`src/common/tws_pkg.sv`:
```
// constants for the three-wire serial port block
// assumes a 32-bit APB slave port and a 25 MHz pclk
package tws_pkg;
    localparam int          ADDR_W     = 18;
    localparam int          CLK_KHZ    = 25000;
    // register indices; byte address is four times the index
    localparam logic [15:0] IDX_CTRL   = 16'hFF72;
    localparam logic [15:0] IDX_DATA   = 16'hFF73;
    localparam logic [15:0] IDX_STAT   = 16'hFF74;
    localparam logic [15:0] IDX_MASK   = 16'hFF75;
    localparam logic [17:0] ADDR_CTRL  = {IDX_CTRL, 2'b00};
    localparam logic [17:0] ADDR_DATA  = {IDX_DATA, 2'b00};
    localparam logic [17:0] ADDR_STAT  = {IDX_STAT, 2'b00};
    localparam logic [17:0] ADDR_MASK  = {IDX_MASK, 2'b00};
    // serial_mode_control fields
    localparam int          EN_BIT     = 7;
    localparam int          RATE_HI    = 5;
    localparam int          RATE_LO    = 4;
    localparam int          ORDER_BIT  = 2;
    localparam int          SRC_BIT    = 1;
    localparam logic [7:0]  CTRL_RESET = 8'h00;
    localparam logic [7:0]  CTRL_WMASK = 8'hB6;
    // status fields
    localparam int          DONE_BIT   = 0;
    localparam int          BUSY_BIT   = 1;
    localparam logic [3:0]  LAST_BIT   = 4'h7;
    localparam logic [4:0]  DIV_MIN    = 5'h02;
endpackage

```
`src/rtl/tws_serial_io.sv`:
```
// three-wire serial port: APB registers, clock divider, 8-bit shifter
// assumes pins are combined outside from the output enables
//
// Contract
// - control register 8 bits, resets to zero
// - bit 7 enables port, else stopped
// - rate bits pick divide by 4/8/16/32
// - bit 2 picks MSB or LSB first
// - bit 1 picks external or internal clock
// - each transfer moves exactly eight bits
// - falling edge shifts, drives data-out latch
// - rising edge samples data-in pin
// - after eighth bit stop and interrupt
// - write starts only when enabled and idle
// - write while disabled never gets sent
// - external clock: later writes change nothing
// - stopped mode releases all three pins
// - data-out push-pull while running
// - 8-bit shifter, no reset value
`timescale 1ns/1ps
`default_nettype none
module tws_serial_io (
    input  wire logic                      pclk,
    input  wire logic                      presetn,
    input  wire logic [tws_pkg::ADDR_W-1:0] paddr,
    input  wire logic                      psel,
    input  wire logic                      penable,
    input  wire logic                      pwrite,
    input  wire logic [31:0]               pwdata,
    output logic      [31:0]               prdata,
    output logic                           pready,
    output logic                           pslverr,
    input  wire logic                      sck_i,
    output logic                           sck_o,
    output logic                           sck_oe,
    output logic                           so_o,
    output logic                           so_oe,
    input  wire logic                      si_i,
    output logic                           irq
);
    import tws_pkg::*;

    logic [7:0] ctrl;
    logic [7:0] sh;
    logic [3:0] bitcnt;
    logic [4:0] div_cnt;
    logic       busy;
    logic       sck_prev;
    logic       stat_done;
    logic       mask_done;
    // checker helpers, counted apart from the shifter's own counter
    logic [3:0] fall_seen;
    logic [4:0] low_run;

    // half period of the internal clock in pclk cycles
    function automatic logic [4:0] half_of(input logic [1:0] code);
        half_of = DIV_MIN << code;
    endfunction

    // apb decode; one wait state so every answer comes from a flop
    wire        next_pready = psel & penable & ~pready;
    wire        commit      = psel & penable & pready;
    wire        hit_ctrl    = paddr == ADDR_CTRL;
    wire        hit_data    = paddr == ADDR_DATA;
    wire        hit_stat    = paddr == ADDR_STAT;
    wire        hit_mask    = paddr == ADDR_MASK;
    wire        mapped      = hit_ctrl | hit_data | hit_stat | hit_mask;
    wire        wr_ctrl     = commit & pwrite & hit_ctrl;
    wire        wr_data     = commit & pwrite & hit_data;
    wire        wr_stat     = commit & pwrite & hit_stat;
    wire        wr_mask     = commit & pwrite & hit_mask;

    // control fields
    wire        en          = ctrl[EN_BIT];
    wire        src_int     = ctrl[SRC_BIT];
    wire        lsb         = ctrl[ORDER_BIT];
    wire [1:0]  rate        = ctrl[RATE_HI:RATE_LO];
    wire [4:0]  half_m1     = half_of(rate) - 5'h01;

    // serial clock edges seen by the shifter
    wire        sck_lvl     = src_int ? sck_o : sck_i;
    wire        fall_ev     = busy & sck_prev & ~sck_lvl;
    wire        rise_ev     = busy & ~sck_prev & sck_lvl;
    wire        done_ev     = rise_ev & (bitcnt == LAST_BIT);
    // a start needs enable and an idle, high clock line
    wire        start       = wr_data & en & ~busy & (src_int | sck_i);
    wire        out_bit     = lsb ? sh[0] : sh[7];
    wire        next_done   = (stat_done & ~(wr_stat & pwdata[DONE_BIT])) | done_ev;

    // read mux; unused bits read zero
    wire [7:0]  stat_rd     = {6'h00, busy, stat_done};
    wire [7:0]  rd_val      = hit_ctrl ? ctrl :
                              hit_data ? sh :
                              hit_stat ? stat_rd :
                              hit_mask ? {7'h00, mask_done} : 8'h00;

    // bus answer flops
    always_ff @(posedge pclk or negedge presetn) begin
        if (!presetn) begin
            pready  <= 1'b0;
            pslverr <= 1'b0;
            prdata  <= 32'h0000_0000;
        end else begin
            pready  <= next_pready;
            pslverr <= next_pready & ~mapped;
            if (next_pready && !pwrite)
                prdata <= {24'h00_0000, rd_val};
        end
    end

    // mode register; reserved bits kept at zero
    always_ff @(posedge pclk or negedge presetn) begin
        if (!presetn)
            ctrl <= CTRL_RESET;
        else if (wr_ctrl)
            ctrl <= pwdata[7:0] & CTRL_WMASK;
    end

    // busy flag and bit counter
    always_ff @(posedge pclk or negedge presetn) begin
        if (!presetn) begin
            busy   <= 1'b0;
            bitcnt <= 4'h0;
        end else if (!en) begin
            busy   <= 1'b0;
            bitcnt <= 4'h0;
        end else if (start) begin
            busy   <= 1'b1;
            bitcnt <= 4'h0;
        end else if (done_ev) begin
            busy   <= 1'b0;
            bitcnt <= 4'h0;
        end else if (rise_ev) begin
            bitcnt <= bitcnt + 4'h1;
        end
    end

    // internal clock divider; idles high so the first edge is a fall
    always_ff @(posedge pclk or negedge presetn) begin
        if (!presetn) begin
            sck_o   <= 1'b1;
            div_cnt <= 5'h00;
        end else if (!busy || !src_int) begin
            sck_o   <= 1'b1;
            div_cnt <= 5'h00;
        end else if (div_cnt == half_m1) begin
            sck_o   <= ~sck_o;
            div_cnt <= 5'h00;
        end else begin
            div_cnt <= div_cnt + 5'h01;
        end
    end

    // edge detector history; pins are synchronous to pclk
    always_ff @(posedge pclk or negedge presetn) begin
        if (!presetn)
            sck_prev <= 1'b1;
        else
            sck_prev <= sck_lvl;
    end

    // shift register; no reset, content is undefined until written
    // writes during a transfer are dropped rather than corrupt it
    always_ff @(posedge pclk) begin
        if (wr_data && !busy)
            sh <= pwdata[7:0];
        else if (fall_ev)
            sh <= lsb ? {1'b0, sh[7:1]} : {sh[6:0], 1'b0};
        else if (rise_ev && lsb)
            sh[7] <= si_i;
        else if (rise_ev)
            sh[0] <= si_i;
    end

    // data-out latch and pin drive; stopped mode releases the pins
    always_ff @(posedge pclk or negedge presetn) begin
        if (!presetn) begin
            so_o   <= 1'b0;
            so_oe  <= 1'b0;
            sck_oe <= 1'b0;
        end else begin
            if (fall_ev)
                so_o <= out_bit;
            so_oe  <= en;
            sck_oe <= en & src_int;
        end
    end

    // sticky done flag, set beats a write-one clear
    always_ff @(posedge pclk or negedge presetn) begin
        if (!presetn) begin
            stat_done <= 1'b0;
            mask_done <= 1'b0;
            irq       <= 1'b0;
        end else begin
            stat_done <= next_done;
            if (wr_mask)
                mask_done <= pwdata[DONE_BIT];
            irq <= next_done & (wr_mask ? pwdata[DONE_BIT] : mask_done);
        end
    end

    // falls seen since the last start; an independent witness of the word length
    always_ff @(posedge pclk or negedge presetn) begin
        if (!presetn)
            fall_seen <= 4'h0;
        else if (start)
            fall_seen <= 4'h0;
        else if (fall_ev)
            fall_seen <= fall_seen + 4'h1;
    end

    // length of the current low phase of the internal clock
    // counted in pclk cycles so every rate can be checked, not only the fastest
    always_ff @(posedge pclk or negedge presetn) begin
        if (!presetn)
            low_run <= 5'h00;
        else if (sck_o)
            low_run <= 5'h00;
        else
            low_run <= low_run + 5'h01;
    end
endmodule // tws_serial_io
`default_nettype wire

```
`config.mk`:
```
export PLATFORM = sky130hd
export DESIGN_NAME = tws_serial_io
export DESIGN_NICKNAME = d
export VERILOG_FILES = /design/src/common/tws_pkg.sv /design/src/rtl/tws_serial_io.sv
export SDC_FILE = /design/constraint.sdc
export NUM_CORES = 1
export LEC_CHECK = 0
export BUFFER_PORTS_ARGS = -buffer_cell sky130_fd_sc_hd__buf_2
export CAP_MARGIN = 20
export CORE_MARGIN = 2
export CORE_UTILIZATION = 52
export DETAILED_ROUTE_END_ITERATION = 12
export PLACE_DENSITY_LB_ADDON = 0.1
export SETUP_SLACK_MARGIN = 0.2
export SYNTH_ARGS = -nofsm -noshare
export SYNTH_HDL_FRONTEND = slang
export SYNTH_SLANG_ARGS = --single-unit
```
`constraint.sdc`:
```
create_clock -name pclk -period 3.37 [get_ports pclk]
set_input_delay 0.5055 -clock pclk [delete_from_list [all_inputs] [get_ports pclk]]
set_output_delay 0.5055 -clock pclk [all_outputs]
set_load 0.02 [all_outputs]
```
======== After elaboration in Yosys (flattened, before gate mapping) ========
Cells that the tools add are included.
word-level totals
  bits in registers ....................... 41
cells by class
  equal/unequal tests ..................... 9
  bitwise operators ....................... 33
  add/sub/neg operators ................... 3
  reductions and logical operators ........ 12
  mux-type cells .......................... 26
  shift-type cells ........................ 1
operator list
  operator                                               count
  equality test 18 bit, second input constant            4
  two-way mux 8 bit                                      4
  AND 1 bit                                              21
  two-way mux 4 bit                                      4
  two-way mux 1 bit                                      14
  two-way mux 5 bit                                      2
  NOT 1 bit                                              7
  two-way mux 6 bit                                      1
  nonzero test 3 bit                                     2
  adder 5 x 1 -> 5 bit, second input constant            1
  equality test 5 bit                                    1
  bitwise OR 1 bit                                       5
  left shift 2 x 2 -> 5 bit, first input constant        1
  subtractor 5 x 1 -> 5 bit, second input constant       1
  adder 4 x 1 -> 4 bit, second input constant            1
  equality test 4 x 3 -> 1 bit, second input constant    1
  inequality test 4 x 1 -> 1 bit, second input constant  1
  nonzero test 2 bit                                     2
  logical AND 1 bit                                      3
  zero test 1 bit                                        3
  inequality test 3 x 1 -> 1 bit, second input constant  1
  inequality test 3 bit, second input constant           1
  two-way mux 2 bit                                      1
  AND reduction 2 bit                                    1
  logical OR 1 bit                                       1

======== Longest topological paths before layout ========
Gate-level depths: netlist of the first run.
  depth in word-level cells ............... 9
  depth in mapped cells ................... 6
  mapped depth without buffers ............ 5

======== Worst setup path before layout of the first run ========
OpenSTA, ideal clock, no wires.
  path kind ............................... input to register
  start point ............................. in paddr[0] in the netlist's numbering
  end point ............................... reg sh[0] (data pin)
  path slack .............................. 1559 ps
  data arrival time ....................... 1550 ps
  cell stages on the path ................. 5
  data required time ...................... 3110 ps
  buffers on the path ..................... 1
  cell sequence ........................... nand4bb_4 nor3_4 nand3_2 buf_6 mux2_4
on the way
  word-level cells in the longest chain between the ends .. 4
ends and longest elaborated chain
  element                 line                  source
  start: declaration      tws_serial_io.sv:25   input wire logic [tws_pkg::ADDR_W-1:0] paddr,
  equality test 18 bit    tws_serial_io.sv:64   wire hit_data = paddr == ADDR_DATA;
  AND 1 bit               tws_serial_io.sv:69   wire wr_data = commit & pwrite & hit_data;
  logical AND 1 bit       tws_serial_io.sv:165  if (wr_data && !busy)
  two-way mux 8 bit       tws_serial_io.sv:165
  end signal: assignment  tws_serial_io.sv:166  sh <= pwdata[7:0];
  end signal: assignment  tws_serial_io.sv:168  sh <= lsb ? {1'b0, sh[7:1]} : {sh[6:0], 1'b0};
  end signal: assignment  tws_serial_io.sv:172  sh[0] <= si_i;
  end: declaration        tws_serial_io.sv:44   logic [7:0] sh;
No other way between the ends.
A chain may end at the register's enable or synchronous reset.

======== Final worst setup path of the first run ========
  start point ............................. in paddr[5] in the netlist's numbering
  end point ............................... reg sh[5] (enable)
on the way
  word-level cells in the longest chain between the ends .. 4
ends and longest elaborated chain
  element                       line
  equality test 18 bit          tws_serial_io.sv:64
  AND 1 bit                     tws_serial_io.sv:69
  logical AND 1 bit             tws_serial_io.sv:165
  nonzero test 2 bit (no line)  -
No other way between the ends.

==> results of run 1 <==
-- path summary, 6_finish.rpt --
kind | from | end | slack (ps)
worst min-delay path | presetn | prdata[6] | 280
worst min register to register | prdata[0] | prdata[0] | 470
worst max register to register | pready | sh[5] | 1650
min in group pclk | pwdata[7] | ctrl[7] | 460
worst max-delay path | paddr[5] | sh[5] | 1510
max in group asynchronous | presetn | div_cnt[4] | 2600
-- synthesized netlist by cell type (2+ instances only) --
library cell	n
dfrtp_1	31
nand2_1	26
buf_4	25
mux2i_1	12
mux2_2	11
nand3_1	10
nor2_1	10
o21ai_0	9
edfxtp_1	8
inv_1	8
mux2_4	7
nor3_1	6
nand2b_1	4
nand4_1	4
and3_1	3
clkbuf_1	3
xnor2_1	3
a21oi_1	2
a41o_1	2
and2_1	2
dfstp_2	2
ha_1	2
nand3b_1	2
nor3_4	2
nor3b_1	2
nor4_1	2
o211ai_1	2
xor2_1	2
-- final cells by class --
class | instances | area, µm² | area share (%)
Inverter | 8 | 30.0 | 1.14
Clock buffer | 7 | 96.3 | 3.65
Sequential cell | 41 | 1070 | 40.5
Multi-Input combinational cell | 165 | 1140 | 43.1
Clock inverter | 1 | 5.00 | 0.190
Timing Repair Buffer | 47 | 235 | 8.92
Tap cell | 52 | 65.1 | 2.47
-- flip-flops by register name (all words and copies together) (netlist names) --
signal / count
prdata: 8
sh: 8
ctrl: 5
div_cnt: 5
bitcnt: 4
busy: 1
irq: 1
mask_done: 1
pready: 1
pslverr: 1
sck_o: 1
sck_oe: 1
sck_prev: 1
so_o: 1
so_oe: 1
stat_done: 1
-- where the power goes --
| group | switching (W) | leakage [nW] | internal [W] |
|---|---|---|---|
| Combinational | 0.0000565 | 0.776 | 0.0000253 |
| Sequential | 0.000000920 | 0.509 | 0.000506 |
| Clock | 0.000166 | 0.0542 | 0.000185 |
| Total | 0.000223 | 1.34 | 0.000717 |
-- kinds of logic (layout without fill, tap and decap cells) --
| family | count (synthesis) | after routing | share of synthesized area [%] |
|---|---|---|---|
| AO/OA/AOI/OAI | 23 | 23 | 6.58 |
| XOR/XNOR | 5 | 5 | 1.86 |
| flip-flops | 41 | 41 | 45.3 |
| other | 1 | 24 | 0.159 |
| multiplexers | 30 | 30 | 14.8 |
| AND/OR/NAND/NOR | 81 | 81 | 20.1 |
| buffers and inverters | 37 | 63 | 10.2 |
| adder cells (fa/ha/maj) | 2 | 2 | 1.06 |
-- per-layer routing --
metal	vias to the layer above	GRT usage (%)
met3	8	2.95
li1	827	-
met1	792	24.0
met5	-	0
met4	0	8.18
met2	37	32.9
-- metrics by stage --
step | std cells | utilization (%)
floorplan | 243 | -
global placement | 313 | 58.2
detailed placement | 313 | 58.2
CTS | 321 | 60.5
global route | 321 | 60.5
finish | 321 | 60.5
==> summary.txt, run 1 <==
Worst setup EP type = flip-flop
Worst slew pin tran = 765 ps
Total power = 0.000940 W
Drc violations = 0
# setup viols final = 0
Std-Cell Rows = 24
Seq/Total Area, Yosys = 45.3%
Number of diodes = 0
MaxCap Viol Count = 0
Final instance area = 2640 µm²
Clk_skew = 7.36 ps
Worst skew pair latency = 290 ps
Worst-path fanout max = 11
Overall die width = 71.3 µm
R2R depth = 4
Commonest cells after routing, fill and taps aside = buf_2 (47), dfrtp_1 (31), nand2_1 (26)
Syn-to-layout area delta = 11.8%
Area after DPL = 2530 µm²
DR WL/cell = 14.3 µm
Post-synth EDFFs = 8
Worst path depth = 5
CTS tree = built
Top cells by area, synth = dfrtp_1 (33%), edfxtp_1 (10%), buf_4 (8.0%), mux2_2 (5.3%), mux2i_1 (5.1%)
Vias/cell = 5.18
Final Hold Violating Endpoints = 0
GRT Util Overall = 19.1%
Yosys warning count = 0
Fin nets = 327
Starting density of the core = 54.2%
Post-Route WL = 4.58 mm
Total Die Area = 5090 µm²
Fill cells = 389
Top sig layer = met4
Post_cts resized = 0
Max stage delay on crit path = 350 ps
Routed Antenna Nets = 0
Worst setup margin = 1510 ps
Setup total negative slack = 0 ps
Final min period = 1860 ps
Vias in the first global route = 1705
Cells after Synth = 220
CTS clock-pin slew for the worst setup and hold paths = 80 ps
Buf/Inv on CP = 1
Postcts setup bufs = 0
Yosys cell types = 46
#FFs+latches synth = 41
Period utilization = 55.2%
DRT iter0 DRCs = 54
Core footprint = 4350 µm²
Number of hold buffers added after cts = 0
DP Worst Slack = 1170 ps
Unrepaired setup endpoints after global routing = false
Global-route wire length before repair = 7.58 mm
CP Cell Sequence = buf_2 -> nand4b_2 -> nor3_4 -> nand3_2 -> nand2_1
Worst hold margin = 277 ps
H-tree depth = 2
WP data arrival = 1840 ps
Ys async rst share = 80.5%
Commonest non-fill, non-tap cell in the layout = buf_2
Kind of cell adding the most delay to the critical path = simple AND/OR/NAND/NOR gates
Critical Path RT = 3350 ps
Top-area cell type share of the netlist area = 32.9%
GP Congestion = 0.786
Worst Path Class, Setup = in2reg
Mapped cell area = 2360 µm²
I/O Buffers = 47
Layout cells sized above 1 = 30.9%
DR vias = 1664
Outcome = complete, no violations
Clk root buf = clkbuf_8
Synth Flop Type = dfrtp_1
CTS max path bufs = 2
Leakage Power = 1.34 nW
Startpoint Class = primary input
Clock sink count = 41
Power per standard cell area = 356 nW/µm²
Wl on met1 = 1.98 mm
Pin count of the biggest net entering global routing = 34
DR WL met2 = 2.29 mm
Largest area contributor in the netlist = dfrtp_1
Avg Inst Size Synth = 10.7 µm²
Die Ht = 71.3 µm
Grt ovf = 0
HPWL after DPL = 3.45 mm
Slew headroom = 49.0%
Worst VDD drop = 0.216 mV
Initial antenna violation count = 0
Slew Viols, Final = 0
WL met3 = 214 µm
Hold crit path type = in2async
CP max-delay cell = nand3_2
Num CTS Buffers = 5
Fmax = 538 MHz
Num ports = 96
DR pass1 iterations = 4
Note: power is estimated with default switching activity, not from simulation.
==> run 2, diff against run 1 <==
ABC_AREA = 1   (was default)
CORE_UTILIZATION = 45   (was 52)
clock period = 1.5 ns   (was 3.37 ns; I/O delays follow)
==> summary.txt, run 2 <==
R2r endpoint = sh[7] (was sh[5])
Unrepaired setup endpoints after global routing = true (was false)
Num ports = 96 (unchanged)
Post-Synth Simple-Gate Area = 35.0% (was 20.1%)
Flop pwr share = 49.6% (was 54.0%)
Post-synthesis adder-cell area fraction = 0.986% (was 1.06%)
Max stage delay on crit path = 550 ps (was 350 ps)
WP data arrival = 1410 ps (was 1840 ps)
Syn-to-layout area delta = 31.2% (was 11.8%)
Number of diodes = 0 (unchanged)
Largest family of logic cells by synthesized area = simple AND/OR/NAND/NOR gates (unchanged)
Slew Viols, Final = 0 (unchanged)
GRT Util Overall = 19.4% (was 19.1%)
H-tree depth = 2 (unchanged)
Final min period = 1410 ps
Drc violations = 0 (unchanged)
Pin count of the biggest net entering global routing = 22 (was 34)
Layout cells sized above 1 = 35.3% (was 30.9%)
Buf/Inv on CP = 1 (unchanged)
Hold crit path type = in2reg (was in2async)
GP Congestion = 0.825 (was 0.786)
Power per standard cell area = 691 nW/µm² (was 356 nW/µm²)
Setup total negative slack = 0 ps (unchanged)
MaxCap Viol Count = 0 (unchanged)
Avg Inst Size Synth = 7.44 µm² (was 10.7 µm²)
Worst Hold End = ctrl[7]
Die Ht = 79.1 µm (was 71.3 µm)
CP max-delay cell = dfstp_2 (was nand3_2)
Mux share of post-synthesis cell area = 0% (was 14.8%)
Largest area contributor in the netlist = dfrtp_1 (unchanged)
Register Area = 1070 µm² (about the same)
Worst Path Class, Setup = reg2reg (was in2reg)
Internal = 0.00175 W (was 0.000717 W)
Routed Antenna Nets = 0 (unchanged)
Commonest non-fill, non-tap cell in the layout = nand2_1 (was buf_2)
Clk root buf = clkbuf_8 (unchanged)
Post-route core utilization = 60.8% (was 60.5%)
Worst skew pair latency = 290 ps (about the same)
Period utilization = 94.0%
Post-Synth XOR/XNOR Area = 1.38% (was 1.86%)
Final Hold Violating Endpoints = 0 (unchanged)
Combinational Power Share = 10.0% (was 8.7%)
Synth Flop Type = dfrtp_1 (unchanged)
Fmax = 709 MHz
Worst VDD drop = 0.477 mV (was 0.216 mV)
Multi-input gate area in the final layout = 1350 µm² (was 1140 µm²)
Num CTS Buffers = 5 (unchanged)
Synth Area in Compound Gates = 5.42% (was 6.58%)
Total Die Area = 6260 µm² (was 5090 µm²)
I/O Buffers = 47 (unchanged)
Hold Path Stages = 3
Critical Path RT = 1500 ps (was 3350 ps)
Startpoint Class = flip-flop (was primary input)
Fin nets = 483 (was 327)
Outcome = complete, no violations (unchanged)
Reg-to-reg slack, setup = 90 ps (was 1650 ps)
Top-area cell type share of the netlist area = 30.6% (was 32.9%)
Worst-path fanout max = 4 (was 11)
Std-Cell Rows = 27 (was 24)
Switching Share = 23.7% (about the same)
# setup viols final = 0 (unchanged)
Grt ovf = 0 (unchanged)
Yosys cell types = 35 (was 46)
Biggest regs = prdata (8), sh (8) (unchanged)
Clk_skew = 5.93 ps (was 7.36 ps)
Initial antenna violation count = 0 (unchanged)
Clock sink count = 41 (unchanged)
Most frequent cells after synthesis = nand2_1 (110), inv_1 (42), nand3_1 (37) (was dfrtp_1 (31), nand2_1 (26), buf_4 (25))
Cells after Synth = 341 (was 220)
Overall die width = 79.1 µm (was 71.3 µm)
Starting density of the core = 46.4% (was 54.2%)
DR vias = 2305 (was 1664)
Seq/Total Area, Yosys = 42.1% (was 45.3%)
#FFs+latches synth = 41 (unchanged)
Leakage Power = 1.80 nW (was 1.34 nW)
Kind of cell adding the most delay to the critical path = flip-flops (was simple AND/OR/NAND/NOR gates)
Post-synth EDFFs = 8 (unchanged)
HPWL after DPL = 4.12 mm (was 3.45 mm)
Clock power share = 40.4% (was 37.3%)
DR pass1 iterations = 4 (unchanged)
Count leader, synth = nand2_1 (was dfrtp_1)
Hold path startpoint = pwdata[7]
Mapped cell area = 2540 µm² (was 2360 µm²)
Vias in the first global route = 2160 (was 1705)
R2R depth = 4 (unchanged)
Global-route wire length before repair = 9.67 mm (was 7.58 mm)
CTS clock-pin slew for the worst setup and hold paths = 80 ps (about the same)
Core footprint = 5470 µm² (was 4350 µm²)
Ys async rst share = 80.5% (unchanged)
Post-Route WL = 5.59 mm (was 4.58 mm)
Commonest cells after routing, fill and taps aside = nand2_1 (94), buf_2 (46), inv_1 (35) (was buf_2 (47), dfrtp_1 (31), nand2_1 (26))
Worst setup EP type = flip-flop (unchanged)
NetSw = 0.000546 W (was 0.000223 W)
CP Cell Sequence = inv_2 -> a21oi_4 -> nand2_4 -> o211ai_1 (was buf_2 -> nand4b_2 -> nor3_4 -> nand3_2 -> nand2_1)
Top cells by area, synth = dfrtp_1 (31%), nand2_1 (16%), edfxtp_1 (9.5%), nand3_1 (7.3%), buf_4 (7.1%) (was dfrtp_1 (33%), edfxtp_1 (10%), buf_4 (8.0%), mux2_2 (5.3%), mux2i_1 (5.1%))
Yosys warning count = 0 (unchanged)
CTS tree = built (unchanged)
CTS max path bufs = 2 (unchanged)
R2r startpoint = sck_o (was pready)
Fill cells = 521 (was 389)
Vias/cell = 4.64 (was 5.18)
DRT iter0 DRCs = 154 (was 54)
DR WL/cell = 11.3 µm (was 14.3 µm)
[run 2: routing by layer]
| metal | routed length [µm] | global-route usage (%) |
|---|---|---|
| met1 | 2460 | 25.7 |
| met2 | 2790 | 32.8 |
| met3 | 297 | 4.09 |
| met4 | 42 | 4.14 |
| met5 | 0 | 0 |
[run 2: worst max-delay path by stage]
stage	startpoint	to	slack (ps)	cells after the start
after floorplan	paddr[9]	sh[1]	40	10
after global placement	paddr[9]	sh[3]	40	9
after detailed placement	paddr[9]	sh[3]	40	9
after CTS	sck_o	sh[7]	140	4
after global routing	busy	sh[7]	20	4
final	sck_o	sh[7]	90	4
[run 2: timing repair]
action / 4_1_cts / 5_1_grt
hold endpoints to repair: 17 / 0
cloned: 1 / 0
hold buffers: 1 / 0
pin swaps: 7 / 12
setup endpoints to repair: 20 / 32
setup buffers: 9 / 5
resized for setup: 14 / 38
[run 2: layout make-up]
type	instances	area share (%)
clock buffers	7	2.59
well taps	72	2.71
flip-flops and latches	41	32.2
multi-input cells	252	40.6
inverters	44	5.41
clock inverters	1	0.902
repair buffers	80	15.6
[run 2: power groups by stage]
| stage | combinational, W | clock [W] | sequential [W] |
|---|---|---|---|
| detailed placement | 0.000213 | 0 | 0.00116 |
| floorplan | 0.000162 | 0 | 0.00117 |
| finish | 0.000231 | 0.000928 | 0.00114 |
| global placement | 0.000210 | 0 | 0.00116 |
| global route | 0.000258 | 0.00101 | 0.00114 |
| CTS | 0.000222 | 0.000957 | 0.00114 |
[run 2: cells by family (layout without fill, tap and decap cells)]
family,after synthesis,count (layout)
fa+ha+maj,2,2
other cells,1,24
simple gates,199,200
compound gates,22,22
buf+inv,72,132
flops,41,41
xor+xnor,4,4
[run 2: worst min-delay path, cell delays in order]
cell and delay [ps]:
buf_2 100, inv_1 70, o21ai_0 80
[run 2: per-stage QoR]
stage | power (W) | cells | cell area (µm²) | worst slack, ps | hold WS (ps)
2_1_floorplan | 0.00133 | 364 | 2670 | 40.1 | -70.6
3_3_place_gp | 0.00137 | 473 | 2910 | 41.7 | 210
3_5_place_dp | 0.00137 | 473 | 2910 | 38.9 | 211
4_1_cts | 0.00232 | 492 | 3170 | 139 | 216
5_1_grt | 0.00241 | 497 | 3330 | 21.0 | 234
6_report | 0.00230 | 497 | 3330 | 90.2 | 225
